`src/rtl/smbus_alert_consts.svh`:
```
// constants of the alert-response two-wire slave: addresses, pointers, field positions
// assumes inclusion by bare name from the slave module, the master model and the testbench
`ifndef SMBUS_ALERT_CONSTS_SVH
`define SMBUS_ALERT_CONSTS_SVH

`define DEV_ADDR        7'h64
`define ARA_ADDR        7'h0C
`define PTR_STATUS      8'h00
`define PTR_CHARGE_MSB  8'h02
`define PTR_CHARGE_LSB  8'h03
`define PTR_VOLT_MSB    8'h08
`define PTR_VOLT_LSB    8'h09
`define BIT_LAST        3'h7
`define RW_BIT          0
`define UNMAPPED_DATA   8'h00
`define CHARGE_RST      8'h00

`endif

```
`src/rtl/smbus_alert_pkg.sv`:
```
// types shared by the alert-response slave modules
// uses nothing from the constants header; the modules include it themselves
`default_nettype none
package smbus_alert_pkg;
    typedef enum logic [3:0] {
        ST_IDLE  = 4'h0,
        ST_ADDR  = 4'h1,
        ST_ACKW  = 4'h2,
        ST_ACKD  = 4'h3,
        ST_RX    = 4'h4,
        ST_TX    = 4'h5,
        ST_MACK  = 4'h6,
        ST_TXLD  = 4'h7,
        ST_WAITP = 4'h8
    } slv_state_e;
    typedef logic [7:0] byte_t;
endpackage
`default_nettype wire

```
`src/rtl/bus_cond_if.sv`:
```
// bundle of bus events from the line watcher to the slave state machine
// assumes both ends run on ref_clk
`default_nettype none
interface bus_cond_if;
    logic sclRise;
    logic sclFall;
    logic startSeen;
    logic stopSeen;
    logic sdaLvl;
    modport det (output sclRise, output sclFall, output startSeen, output stopSeen,
                 output sdaLvl);
    modport fsm (input sclRise, input sclFall, input startSeen, input stopSeen,
                 input sdaLvl);
endinterface
`default_nettype wire

```
`src/rtl/bus_cond_det.sv`:
```
// line watcher: clock edges, start and stop conditions of the two-wire bus
// assumes scl and sda already synchronous to ref_clk
`default_nettype none
module bus_cond_det (
    input  wire logic ref_clk,    // system clock
    input  wire logic rst_b,      // async reset, active low
    input  wire logic sclIn,      // bus clock level
    input  wire logic sdaIn,      // bus data level
    bus_cond_if.det   bc          // decoded events
);
    logic sclPrev_ff;
    logic sdaPrev_ff;

    // idle-high reset so a bus already idle gives no false edge
    always_ff @(posedge ref_clk or negedge rst_b) begin
        if (!rst_b) begin
            sclPrev_ff <= 1'b1;
            sdaPrev_ff <= 1'b1;
        end else begin
            sclPrev_ff <= sclIn;
            sdaPrev_ff <= sdaIn;
        end
    end

    assign bc.sclRise   = sclIn & ~sclPrev_ff;
    assign bc.sclFall   = ~sclIn & sclPrev_ff;
    assign bc.startSeen = sclIn & sclPrev_ff & sdaPrev_ff & ~sdaIn;
    assign bc.stopSeen  = sclIn & sclPrev_ff & ~sdaPrev_ff & sdaIn;
    assign bc.sdaLvl    = sdaIn;
endmodule
`default_nettype wire

```
`src/rtl/smbus_alert_slave.sv`:
```
// two-wire slave with register reads and alert-response arbitration
// assumes bus pins synchronous to ref_clk and external pull-ups on all lines
`default_nettype none
`include "smbus_alert_consts.svh"

module smbus_alert_slave (
    input  wire logic                  ref_clk,      // 50 MHz system clock
    input  wire logic                  rst_b,        // async reset, active low
    input  wire logic                  sclIn,        // bus clock level
    input  wire logic                  sdaIn,        // bus data level
    output var  logic                  sdaOut,       // data drive value, always low
    output var  logic                  sdaOe,        // high while pulling data low
    output var  logic                  alertPinOut,  // alert drive value, always low
    output var  logic                  alertPinOe,   // high while pulling alert low
    input  wire logic                  alertEvent,   // pulse: new alert event
    input  wire logic                  alertModeEn,  // alert pin in alert mode
    input  wire smbus_alert_pkg::byte_t statusIn,    // live status flags
    input  wire logic [15:0]           voltageIn,    // live voltage result
    input  wire logic [15:0]           chargeIn,     // charge value from core
    input  wire logic                  chargeLoad,   // pulse: take chargeIn
    output var  logic [15:0]           chargeOut     // charge register contents
);
    import smbus_alert_pkg::*;

    bus_cond_if bc ();

    bus_cond_det u_det (
        .ref_clk (ref_clk),
        .rst_b   (rst_b),
        .sclIn   (sclIn),
        .sdaIn   (sdaIn),
        .bc      (bc)
    );

    slv_state_e state_ff;
    logic [2:0] bitCnt_ff;
    byte_t      rxSh_ff;
    byte_t      txSh_ff;
    byte_t      ptr_ff;
    logic       rdMode_ff;
    logic       araMode_ff;
    logic       cmdDone_ff;
    logic       sdaOe_ff;
    logic       alertActive_ff;
    logic       alertPinOe_ff;
    byte_t      chargeByte_ff [2];

    logic       busy;
    byte_t      rxByte;
    byte_t      rdData;
    byte_t      loadByte;
    logic       lastBit;
    logic       arbLost;
    logic       araWin;
    logic       rxWrite;
    logic       txLoad;

    assign busy     = ~bc.startSeen & ~bc.stopSeen;
    assign rxByte   = {rxSh_ff[6:0], bc.sdaLvl};
    assign lastBit  = (bitCnt_ff == `BIT_LAST);
    // only the alert answer arbitrates; a plain read has one addressed slave
    assign arbLost  = busy && state_ff == ST_TX && bc.sclRise && araMode_ff
                      && txSh_ff[7] && !bc.sdaLvl;
    assign araWin   = busy && state_ff == ST_TX && bc.sclRise && araMode_ff
                      && lastBit && !arbLost;
    assign rxWrite  = busy && state_ff == ST_RX && bc.sclRise && lastBit && cmdDone_ff;
    assign txLoad   = busy && bc.sclFall
                      && ((state_ff == ST_ACKD && rdMode_ff) || state_ff == ST_TXLD);
    assign loadByte = araMode_ff ? {`DEV_ADDR, 1'b0} : rdData;

    always_comb begin
        case (ptr_ff)
            `PTR_STATUS:     rdData = statusIn;
            `PTR_CHARGE_MSB: rdData = chargeByte_ff[1];
            `PTR_CHARGE_LSB: rdData = chargeByte_ff[0];
            `PTR_VOLT_MSB:   rdData = voltageIn[15:8];
            `PTR_VOLT_LSB:   rdData = voltageIn[7:0];
            default:         rdData = `UNMAPPED_DATA;
        endcase
    end

    always_ff @(posedge ref_clk or negedge rst_b) begin
        if (!rst_b) begin
            state_ff   <= ST_IDLE;
            bitCnt_ff  <= 3'h0;
            rxSh_ff    <= 8'h00;
            txSh_ff    <= 8'h00;
            rdMode_ff  <= 1'b0;
            araMode_ff <= 1'b0;
            cmdDone_ff <= 1'b0;
            sdaOe_ff   <= 1'b0;
        end else if (bc.startSeen) begin
            // a repeated start restarts address reception from any state
            state_ff   <= ST_ADDR;
            bitCnt_ff  <= 3'h0;
            araMode_ff <= 1'b0;
            sdaOe_ff   <= 1'b0;
        end else if (bc.stopSeen) begin
            state_ff <= ST_IDLE;
            sdaOe_ff <= 1'b0;
        end else begin
            case (state_ff)
                ST_ADDR: begin
                    if (bc.sclRise) begin
                        rxSh_ff   <= rxByte;
                        bitCnt_ff <= bitCnt_ff + 3'h1;
                        if (lastBit) begin
                            if (rxByte[7:1] == `DEV_ADDR) begin
                                state_ff   <= ST_ACKW;
                                rdMode_ff  <= rxByte[`RW_BIT];
                                // a write address always expects a fresh command byte
                                cmdDone_ff <= rxByte[`RW_BIT];
                            end else if (rxByte[7:1] == `ARA_ADDR && rxByte[`RW_BIT]
                                         && alertPinOe_ff) begin
                                state_ff   <= ST_ACKW;
                                rdMode_ff  <= 1'b1;
                                araMode_ff <= 1'b1;
                            end else begin
                                state_ff <= ST_WAITP;
                            end
                        end
                    end
                end
                ST_ACKW: begin
                    if (bc.sclFall) begin
                        sdaOe_ff <= 1'b1;
                        state_ff <= ST_ACKD;
                    end
                end
                ST_ACKD, ST_TXLD: begin
                    if (bc.sclFall) begin
                        bitCnt_ff <= 3'h0;
                        if (txLoad) begin
                            txSh_ff  <= loadByte;
                            sdaOe_ff <= ~loadByte[7];
                            state_ff <= ST_TX;
                        end else begin
                            sdaOe_ff <= 1'b0;
                            state_ff <= ST_RX;
                        end
                    end
                end
                ST_RX: begin
                    if (bc.sclRise) begin
                        rxSh_ff   <= rxByte;
                        bitCnt_ff <= bitCnt_ff + 3'h1;
                        if (lastBit) begin
                            cmdDone_ff <= 1'b1;
                            state_ff   <= ST_ACKW;
                        end
                    end
                end
                ST_TX: begin
                    if (arbLost) begin
                        sdaOe_ff <= 1'b0;
                        state_ff <= ST_WAITP;
                    end else if (bc.sclRise) begin
                        bitCnt_ff <= bitCnt_ff + 3'h1;
                        if (lastBit) begin
                            state_ff <= ST_MACK;
                        end
                    end else if (bc.sclFall) begin
                        txSh_ff  <= {txSh_ff[6:0], 1'b0};
                        sdaOe_ff <= ~txSh_ff[6];
                    end
                end
                ST_MACK: begin
                    if (bc.sclFall) begin
                        sdaOe_ff <= 1'b0;
                    end else if (bc.sclRise) begin
                        // master ack keeps a register read going; nack ends it
                        state_ff <= (!bc.sdaLvl && !araMode_ff) ? ST_TXLD : ST_WAITP;
                    end
                end
                ST_IDLE, ST_WAITP: begin
                    sdaOe_ff <= 1'b0;
                end
                default: begin
                    state_ff <= ST_IDLE;
                    sdaOe_ff <= 1'b0;
                end
            endcase
        end
    end

    // pointer: command byte loads it, each written byte or master-acked register-read byte advances it
    always_ff @(posedge ref_clk or negedge rst_b) begin
        if (!rst_b) begin
            ptr_ff <= 8'h00;
        end else if (busy && state_ff == ST_RX && bc.sclRise && lastBit) begin
            ptr_ff <= cmdDone_ff ? ptr_ff + 8'h01 : rxByte;
        end else if (busy && state_ff == ST_MACK && bc.sclRise && !bc.sdaLvl
                     && !araMode_ff) begin
            ptr_ff <= ptr_ff + 8'h01;
        end
    end

    generate
        for (genvar i = 0; i < 2; i++) begin : g_charge
            localparam byte_t PTR_I = (i == 1) ? `PTR_CHARGE_MSB : `PTR_CHARGE_LSB;
            // a bus write beats a core load landing in the same cycle
            always_ff @(posedge ref_clk or negedge rst_b) begin
                if (!rst_b) begin
                    chargeByte_ff[i] <= `CHARGE_RST;
                end else if (rxWrite && ptr_ff == PTR_I) begin
                    chargeByte_ff[i] <= rxByte;
                end else if (chargeLoad) begin
                    chargeByte_ff[i] <= chargeIn[i*8 +: 8];
                end
            end
        end
    endgenerate

    // new event wins over a release in the same cycle
    always_ff @(posedge ref_clk or negedge rst_b) begin
        if (!rst_b) begin
            alertActive_ff <= 1'b0;
        end else if (alertEvent) begin
            alertActive_ff <= 1'b1;
        end else if (araWin) begin
            alertActive_ff <= 1'b0;
        end
    end

    always_ff @(posedge ref_clk or negedge rst_b) begin
        if (!rst_b) begin
            alertPinOe_ff <= 1'b0;
        end else begin
            alertPinOe_ff <= alertActive_ff & alertModeEn;
        end
    end

    assign sdaOe       = sdaOe_ff;
    assign sdaOut      = 1'b0;
    assign alertPinOe  = alertPinOe_ff;
    assign alertPinOut = 1'b0;
    assign chargeOut   = {chargeByte_ff[1], chargeByte_ff[0]};
endmodule
`default_nettype wire

```
`config.mk`:
```
export PLATFORM = sky130hd
export DESIGN_NAME = smbus_alert_slave
export DESIGN_NICKNAME = d
export VERILOG_FILES = /design/src/rtl/smbus_alert_pkg.sv /design/src/rtl/bus_cond_if.sv /design/src/rtl/bus_cond_det.sv /design/src/rtl/smbus_alert_slave.sv
export VERILOG_INCLUDE_DIRS = /design/src /design/src/rtl
export SDC_FILE = /design/constraint.sdc
export NUM_CORES = 1
export LEC_CHECK = 0
export BUFFER_PORTS_ARGS = -buffer_cell sky130_fd_sc_hd__buf_2
export CAP_MARGIN = 20
export CORE_MARGIN = 2
export CORE_UTILIZATION = 25
export CTS_CLUSTER_SIZE = 20
export DETAILED_ROUTE_END_ITERATION = 12
export HOLD_SLACK_MARGIN = 0.05
export PLACE_DENSITY = 0.45
export SYNTH_ARGS = -nofsm -noshare
export SYNTH_HDL_FRONTEND = slang
export SYNTH_SLANG_ARGS = --single-unit
```
`constraint.sdc`:
```
create_clock -name ref_clk -period 2.5 [get_ports ref_clk]
set_input_delay 0.125 -clock ref_clk [delete_from_list [all_inputs] [get_ports ref_clk]]
set_output_delay 0.125 -clock ref_clk [all_outputs]
set_load 0.005 [all_outputs]
```
Word level (Yosys, flattened, before mapping) --
Cells that the tools add are included.
Cells by class: add/sub/neg operators 2, equal/unequal tests 44, multiplexer cells 65, bitwise gates (word level) 17, reduce and logical (&&, ||, !) cells 52
Operators by type and width (number):
- 8-bit two-way mux | 13
- 4-bit two-way mux | 16
- 8-bit one-hot mux with 5 select lines | 1
- 4-bit != test, second input constant | 9
- 4-bit one-hot mux with 7 select lines | 1
- 1-bit two-way mux | 25
- 2-bit != test, second input constant | 12
- 1-bit logical AND | 23
- 2-bit nonzero test | 11
- 5-bit != test, second input constant | 4
- 6-bit AND reduction | 3
- 4-bit by 3-bit == test with 1-bit output, second input constant | 4
- 8-bit by 2-bit == test with 1-bit output, second input constant | 2
- 8-bit by 4-bit == test with 1-bit output, second input constant | 2
- 8-bit one-hot mux with 2 select lines | 1
- 8-bit AND reduction | 2
- 3-bit two-way mux | 5
- 11-bit AND reduction | 1
- 1-bit AND | 9
- 3-bit != test, second input constant | 3
- 3-bit one-hot mux with 3 select lines | 1
- 8-bit by 1-bit adder with 8-bit output, second input constant | 1
- 4-bit by 2-bit == test with 1-bit output, second input constant | 2
- 8-bit zero test | 1
- 16 further kinds | 28
Storage, ports and cells: bits in registers 54, input bits 47, output and inout bits 20, word-level logic and storage cells 195

Longest topological paths before layout --
Gate-level depths: netlist (run 1).
word-level depth 14, mapped depth 8, depth with buffers taken out 7

Modules after synthesis --
A second synthesis (run 1) with hierarchy kept.
Unflattened totals: cells, all modules 383, area total of the unflattened synthesis 3382.0 µm²
By module, submodules not included:
- smbus_alert_slave | times used 1, cells each 376, area an instance 3289.4 µm², sequential area each 1301.2 µm²
- bus_cond_det | times used 1, cells each 7, area an instance 92.6 µm², sequential area each 52.6 µm²

Worst setup path before layout (run 1) --
OpenSTA, ideal clock, no wires.
path type register to register, start point register u_det.sclPrev_ff, end point register state_ff[0], setup time 0.125 ns, arrival 1.845 ns, required time 2.375 ns, setup slack 0.530 ns, stages on the path, launching flop included 7, buffers on the path 1, clock period less this slack 1.970 ns, cells stage by stage dfstp_2 clkbuf_1 nand2_1 nor2_1 nor4_1 nor4_2 mux2_2
On the way: longest elaborated chain between the ends 14, elaborated cells between the ends (all ways) 36, those cells by class eq/ne (11); mux (6); bitwise (11); reduce/logical (8)
Ends and longest elaborated chain:
- from (decl) | line bus_cond_det.sv:11 | logic sclPrev_ff;
- from (signal assigned) | line bus_cond_det.sv:20 | sclPrev_ff <= sclIn;
- 1-bit AND | line bus_cond_det.sv:27, bus_cond_det.sv:28
- 1-bit AND, on equally long branches (2 in series) | line bus_cond_det.sv:27, bus_cond_det.sv:28
- 1-bit NOT (no source line)
- 1-bit AND | line smbus_alert_slave.sv:58 | assign busy = ~bc.startSeen & ~bc.stopSeen;
- 1-bit logical AND (3 in series) | line smbus_alert_slave.sv:62 | assign arbLost = busy && state_ff == ST_TX && bc.sclRise && araMode_ff
- 1-bit logical AND (2 in series) | line smbus_alert_slave.sv:63 | && txSh_ff[7] && !bc.sdaLvl;
- 4-bit two-way mux | line smbus_alert_slave.sv:154 | if (arbLost) begin
- 4-bit one-hot mux with 7 select lines | line smbus_alert_slave.sv:102 | case (state_ff)
- 4-bit two-way mux | line smbus_alert_slave.sv:98 | end else if (bc.stopSeen) begin
- 4-bit two-way mux | line smbus_alert_slave.sv:92 | end else if (bc.startSeen) begin
- to (signal assigned) | line smbus_alert_slave.sv:172 | state_ff <= (!bc.sdaLvl && !araMode_ff) ? ST_TXLD : ST_WAITP;
- to (decl) | line smbus_alert_slave.sv:35 | slv_state_e state_ff;
Parallel ways exist; a longest one is shown, timed or not. The select of a mux whose other input is x is not followed. A chain may end at the register's enable or synchronous reset.

Worst setup path after layout (run 1) --
start point register state_ff[3], end point register chargeByte_ff, in the netlist chargeOut[13]
On the way: longest elaborated chain between the ends 7, elaborated cells between the ends (all ways) 8, those cells by class eq/ne (1); mux (1); reduce/logical (6)
Ends and longest elaborated chain:
- 4-bit by 3-bit == test with 1-bit output (*) | line smbus_alert_slave.sv:66 | assign rxWrite = busy && state_ff == ST_RX && bc.sclRise && lastBit && cmdDone_ff;
- 1-bit logical AND (*) (4 in series) | line smbus_alert_slave.sv:66
- 1-bit logical AND (*) | line smbus_alert_slave.sv:205 | end else if (rxWrite && ptr_ff == PTR_I) begin
- 8-bit two-way mux or 2-bit nonzero test (tied branches)
- to (signal, indexed assignment) | line smbus_alert_slave.sv:204 | chargeByte_ff[i] <= `CHARGE_RST;
- to (signal, indexed assignment) | line smbus_alert_slave.sv:206 | chargeByte_ff[i] <= rxByte;
- to (signal, indexed assignment) | line smbus_alert_slave.sv:208 | chargeByte_ff[i] <= chargeIn[i*8 +: 8];
- to (decl) | line smbus_alert_slave.sv:46 | byte_t chargeByte_ff [2];
Mark *: on every way between the ends. The rest lies on a longest branch, timed or not.

==> results of run 1 <==
[registers in the layout, summed over array words and instances (netlist names), 3 cells and up]
name       cells
chargeOut     16
bitCnt_ff      3
state_ff       4
txSh_ff        8
rxSh_ff        7
ptr_ff         8
[placed cells by master, fill, tap and decap left out, drive strengths merged, types with 5 or more instances in the layout]
cell type,count
a21oi,21
a221oi,6
a222oi,6
a22oi,12
and3,7
buf,77
clkbuf,5
dfrtp,52
ha,6
inv,14
mux2,42
nand2,21
nand3,13
nor2,17
nor2b,9
nor3,9
o21ai,23
[through the flow]
step,cell area (um^2),power (mW)
floorplan,3380,1.18
global placement,3900,1.32
detailed placement,3900,1.33
CTS,4090,2.07
global route,4090,2.15
finish,4090,2.04
[power breakdown]
part,switching (mW),total [mW],leakage [nW],internal (mW)
clock network,0.349,0.731,0.0748,0.382
registers,0.0675,0.999,0.686,0.932
logic,0.147,0.313,1.05,0.166
[timing repair]
item / CTS / global route
endpoints found under the hold margin: 11 / 0
hold buffers: 4 / 0
setup endpoints to repair: 0 / 0
setup buffers: 0 / 0
[layout make-up]
type | instances | area share
Multi-Input combinational cell | 257 | 0.456
Tap cell | 176 | 0.0538
Clock inverter | 3 | 0.00642
Sequential cell | 54 | 0.331
Clock buffer | 5 | 0.0306
Inverter | 12 | 0.0110
Timing Repair Buffer | 81 | 0.112
[worst max-delay path by stage]
stage | depth (start not counted) | slack, ps | endpoint
final | 4 | 410 | chargeOut[13]$_DFFE_PN0P_
after global routing | 4 | 280 | chargeOut[3]$_DFFE_PN0P_
after floorplan | 6 | 530 | state_ff[0]$_DFFE_PN0P_
after detailed placement | 4 | 400 | chargeOut[5]$_DFFE_PN0P_
after global placement | 4 | 440 | chargeOut[5]$_DFFE_PN0P_
after CTS | 4 | 390 | chargeOut[6]$_DFFE_PN0P_
[critical path, cell delays in order (launching register included)]
cell,delay [ps]
dfrtp_1,490
or4b_4,560
nor2_1,210
nand4_2,340
mux2_2,380
[kinds of logic (layout without fill, tap and decap cells)]
logic type	Yosys count	after routing
compound gates	98	98
xor+xnor	4	4
fa+ha+maj	6	6
buf+inv	36	101
flops	54	54
mux	46	46
other cells	1	2
simple gates	101	101
[per-layer routing]
| metal | share of wire | wire, um |
|---|---|---|
| met5 | 0 | 0 |
| met4 | 0.0085 | 83 |
| met3 | 0.043 | 418 |
| met2 | 0.48 | 4680 |
| met1 | 0.47 | 4580 |
==> results.cfg, run 1 <==
[cells_and_area]
multi_input_area_mm2 = 0.00186
final_nets = 464
seqCellArea_mm2 = 0.00135
drive_above_1_share = 0.335
area_growth_pct = 21.3
final_cells = 588
n_antenna_cell = 0
fillers = 1373
final_core_util = 0.310

[synthesis]
synth_area_leader_cell = dfrtp_1
yosysWarnings = 0
synth_compound_area_frac = 0.199
syn_inst = 346
yosys-top-cells-area = dfrtp_1 (39%), mux2_2 (14%), o21ai_0 (3.3%), a21oi_1 (3.1%), a22oi_1 (2.7%)
synth_top_family_by_area = compound AO/OA/AOI/OAI gates
ys_seq_area_frac = 0.401
synth_ff_type = dfrtp_1
synthMuxAreaShare = 0.152
synthesis.area_mm2 = 0.00337
postSynth.asyncResetShare = 1.00
synth_top_area_share = 0.386
ys_seq_elements = 54
synthAdderAreaFrac = 0.0223
synth_edf_count = 0
syn_area_per_cell_um2 = 9.75
synthTopCellsByCount = dfrtp_1 (52), mux2_2 (42), o21ai_0 (22)
yosysMostFrequentCell = dfrtp_1
yosys.cell_types.count = 64
synth_xor_area_frac = 0.0104
synth_simple_gate_area_share = 0.167

[global_route]
grt_use_total = 0.138
grt_overflow_total = 0
met1_usage = 0.186
grt_util_met3 = 0.0185
use_met2 = 0.236
grt-busiest-layer = met2
grt_max_degree = 27
antenna_found_initial = 0
grt_pass1_wl_mm = 15.8
grt_pass1_vias = 2996

[flow_run]
drv_cap = 0

[routing]
dr.first_iter.drc_count = 274
routed_via_density = 5.05
wl_mm = 9.76
wl_per_cell_um = 16.6
vias = 2972
ant_nets = 0
drt_pre_antenna_iters = 6
drc = 0

[power]
power_density_mw_per_mm2 = 499
power_leakage_nw = 1.81
ir_worst_vdd_mv = 0.316

[setup_path]
rrSetupSlack_ps = 410
worstSetupStartpoint = state_ff[3]$_DFFE_PN0P_
rr_endpoint = chargeOut[13]$_DFFE_PN0P_
cp_max_fo = 10
reg2reg_from = state_ff[3]$_DFFE_PN0P_
cp-start-kind = register
cp.required_ps = 2680
crit_type = register to register
reg2regPathDepth = 4
crit_arrival_ps = 2270
worst_setup_path_end_kind = register

[timing]
slew_viol_final = 0
tightest_slew_ps = 580
rsz0062_at_grt = false
layout_setup_ws_ps = 412
setup_viol = 0
clock.fmax_mhz = 479
slew_headroom = 0.609
fin_worst_skew_ps = 5.35
period_needed_ps = 2090
hold_ws_ps = 108
fin_setup_tns_ps = 0
post-route-period-util = 0.835
hold_viol = 0

[clock_network]
cts-resized-gates = 0
cts.sinks = 54
cts_root_buf = clkbuf_16
tritoncts = built
htree_num_levels = 2
worstSkewPairLatency_ps = 290
path_clk_slew_ps = 80
cts_made_buffers = 5
cts.path.max_buffers = 2

[place]
dp.cells = 576
hpwl_mm = 7.51
port_buffers = 64
place.gp.congestion = 0.881
place_ws_ps = 397

[min_path]
hold_path_class = input pin to register
hold_start = sdaIn
hold-path-endpoint = u_det.sdaPrev_ff$_DFF_PN1_
holdPathStages = 1

[die]
die_x_um = 120
rows = 42
start_util = 0.256
io_pins = 67
coreArea_mm2 = 0.0132
die_h_um = 120
dieArea_mm2 = 0.0144

[run_status]
outcome = completed
Note: power is estimated with default switching activity, not from simulation.
==> run 2: changes to the inputs <==
- PLACE_DENSITY: 0.45 -> 0.46
- clock period: 2.5 -> 1.9 ns (I/O delays scaled with it)
==> run 2 against run 1 <==
Effect of this change: non-clock buffer count grew 45; first-iteration DRC count shrank 39%; final cell count grew 7.7%; critical path type unchanged; fmax grew 12%; highest routed layer unchanged; final area grew 13%; critical path depth grew 2; hold slack gained 38 ps; combinational power grew 79%; clock power grew 29%; critical endpoint is now chargeOut[14]$_DFFE_PN0P_; utilization grew 3.9 points; sequential share of layout area shrank 3.7 points.
==> results.cfg, run 2 (synthesized netlist as in run 1, its figures left out) <==
[routing]
dr.first_iter.drc_count = 166
drc = 0
routed_via_density = 5.00
drt_pre_antenna_iters = 6
wl_per_cell_um = 15.9
wl_mm = 10.1
vias = 3166
ant_nets = 0

[run_status]
outcome = completed

[timing]
tightest_slew_ps = 514
layout_setup_ws_ps = 40.5
setup_viol = 0
post-route-period-util = 0.979
rsz0062_at_grt = true
slew_viol_final = 0
slew_headroom = 0.652
clock.fmax_mhz = 538
hold_viol = 0
hold_ws_ps = 146
period_needed_ps = 1860
fin_worst_skew_ps = 8.42

[die]
dieArea_mm2 = 0.0144
coreArea_mm2 = 0.0132
rows = 42
start_util = 0.256
die_h_um = 120
die_x_um = 120
io_pins = 67

[flow_run]
drv_cap = 0

[clock_network]
cts_made_buffers = 5
cts.sinks = 54
worstSkewPairLatency_ps = 300
cts.path.max_buffers = 2
htree_num_levels = 2
tritoncts = built
cts_root_buf = clkbuf_16
path_clk_slew_ps = 70

[cells_and_area]
final_cells = 633
n_antenna_cell = 0
fillers = 1367
largest_reg_flops = 16
final_nets = 509
drive_above_1_share = 0.449
final_cell_mix = buf_2 (64), dfrtp_1 (52), buf_4 (49)
final_common_cell = buf_2
area_growth_pct = 36.7

[global_route]
met1_usage = 0.186
grt_max_degree = 55
use_met2 = 0.227
grt_overflow_total = 0
grt_use_total = 0.137
grt_util_met3 = 0.0242
grt_pass1_vias = 3078
antenna_found_initial = 0
grt-busiest-layer = met2
grt_pass1_wl_mm = 15.9

[power]
power_leakage_nw = 2.02
ir_worst_vdd_mv = 0.312
power_mw = 2.78
power_density_mw_per_mm2 = 603

[setup_path]
cp-start-kind = register
crit_arrival_ps = 2040
reg2regPathDepth = 6
cp.required_ps = 2080
cp_max_fo = 5
crit_type = register to register
worst_setup_path_end_kind = register

[min_path]
hold_path_class = input pin to register
holdPathStages = 4

[place]
dp.cells = 614
port_buffers = 64
place_ws_ps = -48.3
place.gp.congestion = 0.882
hpwl_mm = 7.56
## run 2: cell type report
cell class,count,area (um^2),area share
tap,176,220,0.0478
inverter,12,45.0,0.00977
timing repair buffer,126,837,0.182
clock inverter,3,28.8,0.00624
multi-input combinational,257,2000,0.434
sequential,54,1350,0.294
clock buffer,5,125,0.0271
## run 2: worst paths after layout
kind / from / end / slack, ps
worst max register to register: state_ff[1]$_DFFE_PN0P_ / chargeOut[14]$_DFFE_PN0P_ / 40
max in group asynchronous: rst_b / u_det.sclPrev_ff$_DFF_PN1_ / 1260
worst min register to register: txSh_ff[4]$_DFFE_PN0P_ / txSh_ff[4]$_DFFE_PN0P_ / 490
worst min-delay path: chargeIn[7] / chargeOut[7]$_DFFE_PN0P_ / 150
worst max-delay path: state_ff[1]$_DFFE_PN0P_ / chargeOut[14]$_DFFE_PN0P_ / 40
min in group asynchronous: rst_b / bitCnt_ff[1]$_DFFE_PN0P_ / 330
## run 2: power by group
| group | switching, mW | internal [mW] | leakage [nW] |
|---|---|---|---|
| clock | 0.440 | 0.503 | 0.0759 |
| combinational | 0.258 | 0.301 | 1.26 |
| sequential | 0.0497 | 1.23 | 0.686 |
| total | 0.748 | 2.03 | 2.02 |
## run 2: repair_timing
action,in CTS,in global routing
hold endpoints to repair,56,0
pin swaps,2,5
setup endpoints to repair,19,34
resized for setup,7,35
cloned,0,1
setup buffers,2,4
hold buffers,5,0
## run 2: critical path, stage by stage, from the launching register on
cell	delay, ps
dfrtp_1	380
or4b_4	570
nor2_2	150
buf_6	130
nand4_4	110
buf_6	160
mux2_2	260
## run 2: through the flow
stage	instance area, um^2	utilization	TNS (ps)
final	4610	0.350	0
after global routing	4610	0.350	-414
after CTS	4450	0.337	-15.1
after detailed placement	4200	0.318	-68.3
after global placement	4200	0.318	-32.8
after floorplan	3380	-	-18.4
## run 2: routing by layer
metal | routed length, um | share of wire | vias to the layer above
li1 | - | - | 1519
met1 | 4800 | 0.48 | 1556
met2 | 4660 | 0.46 | 81
met3 | 426 | 0.042 | 10
met4 | 183 | 0.018 | 0
met5 | 0 | 0 | -
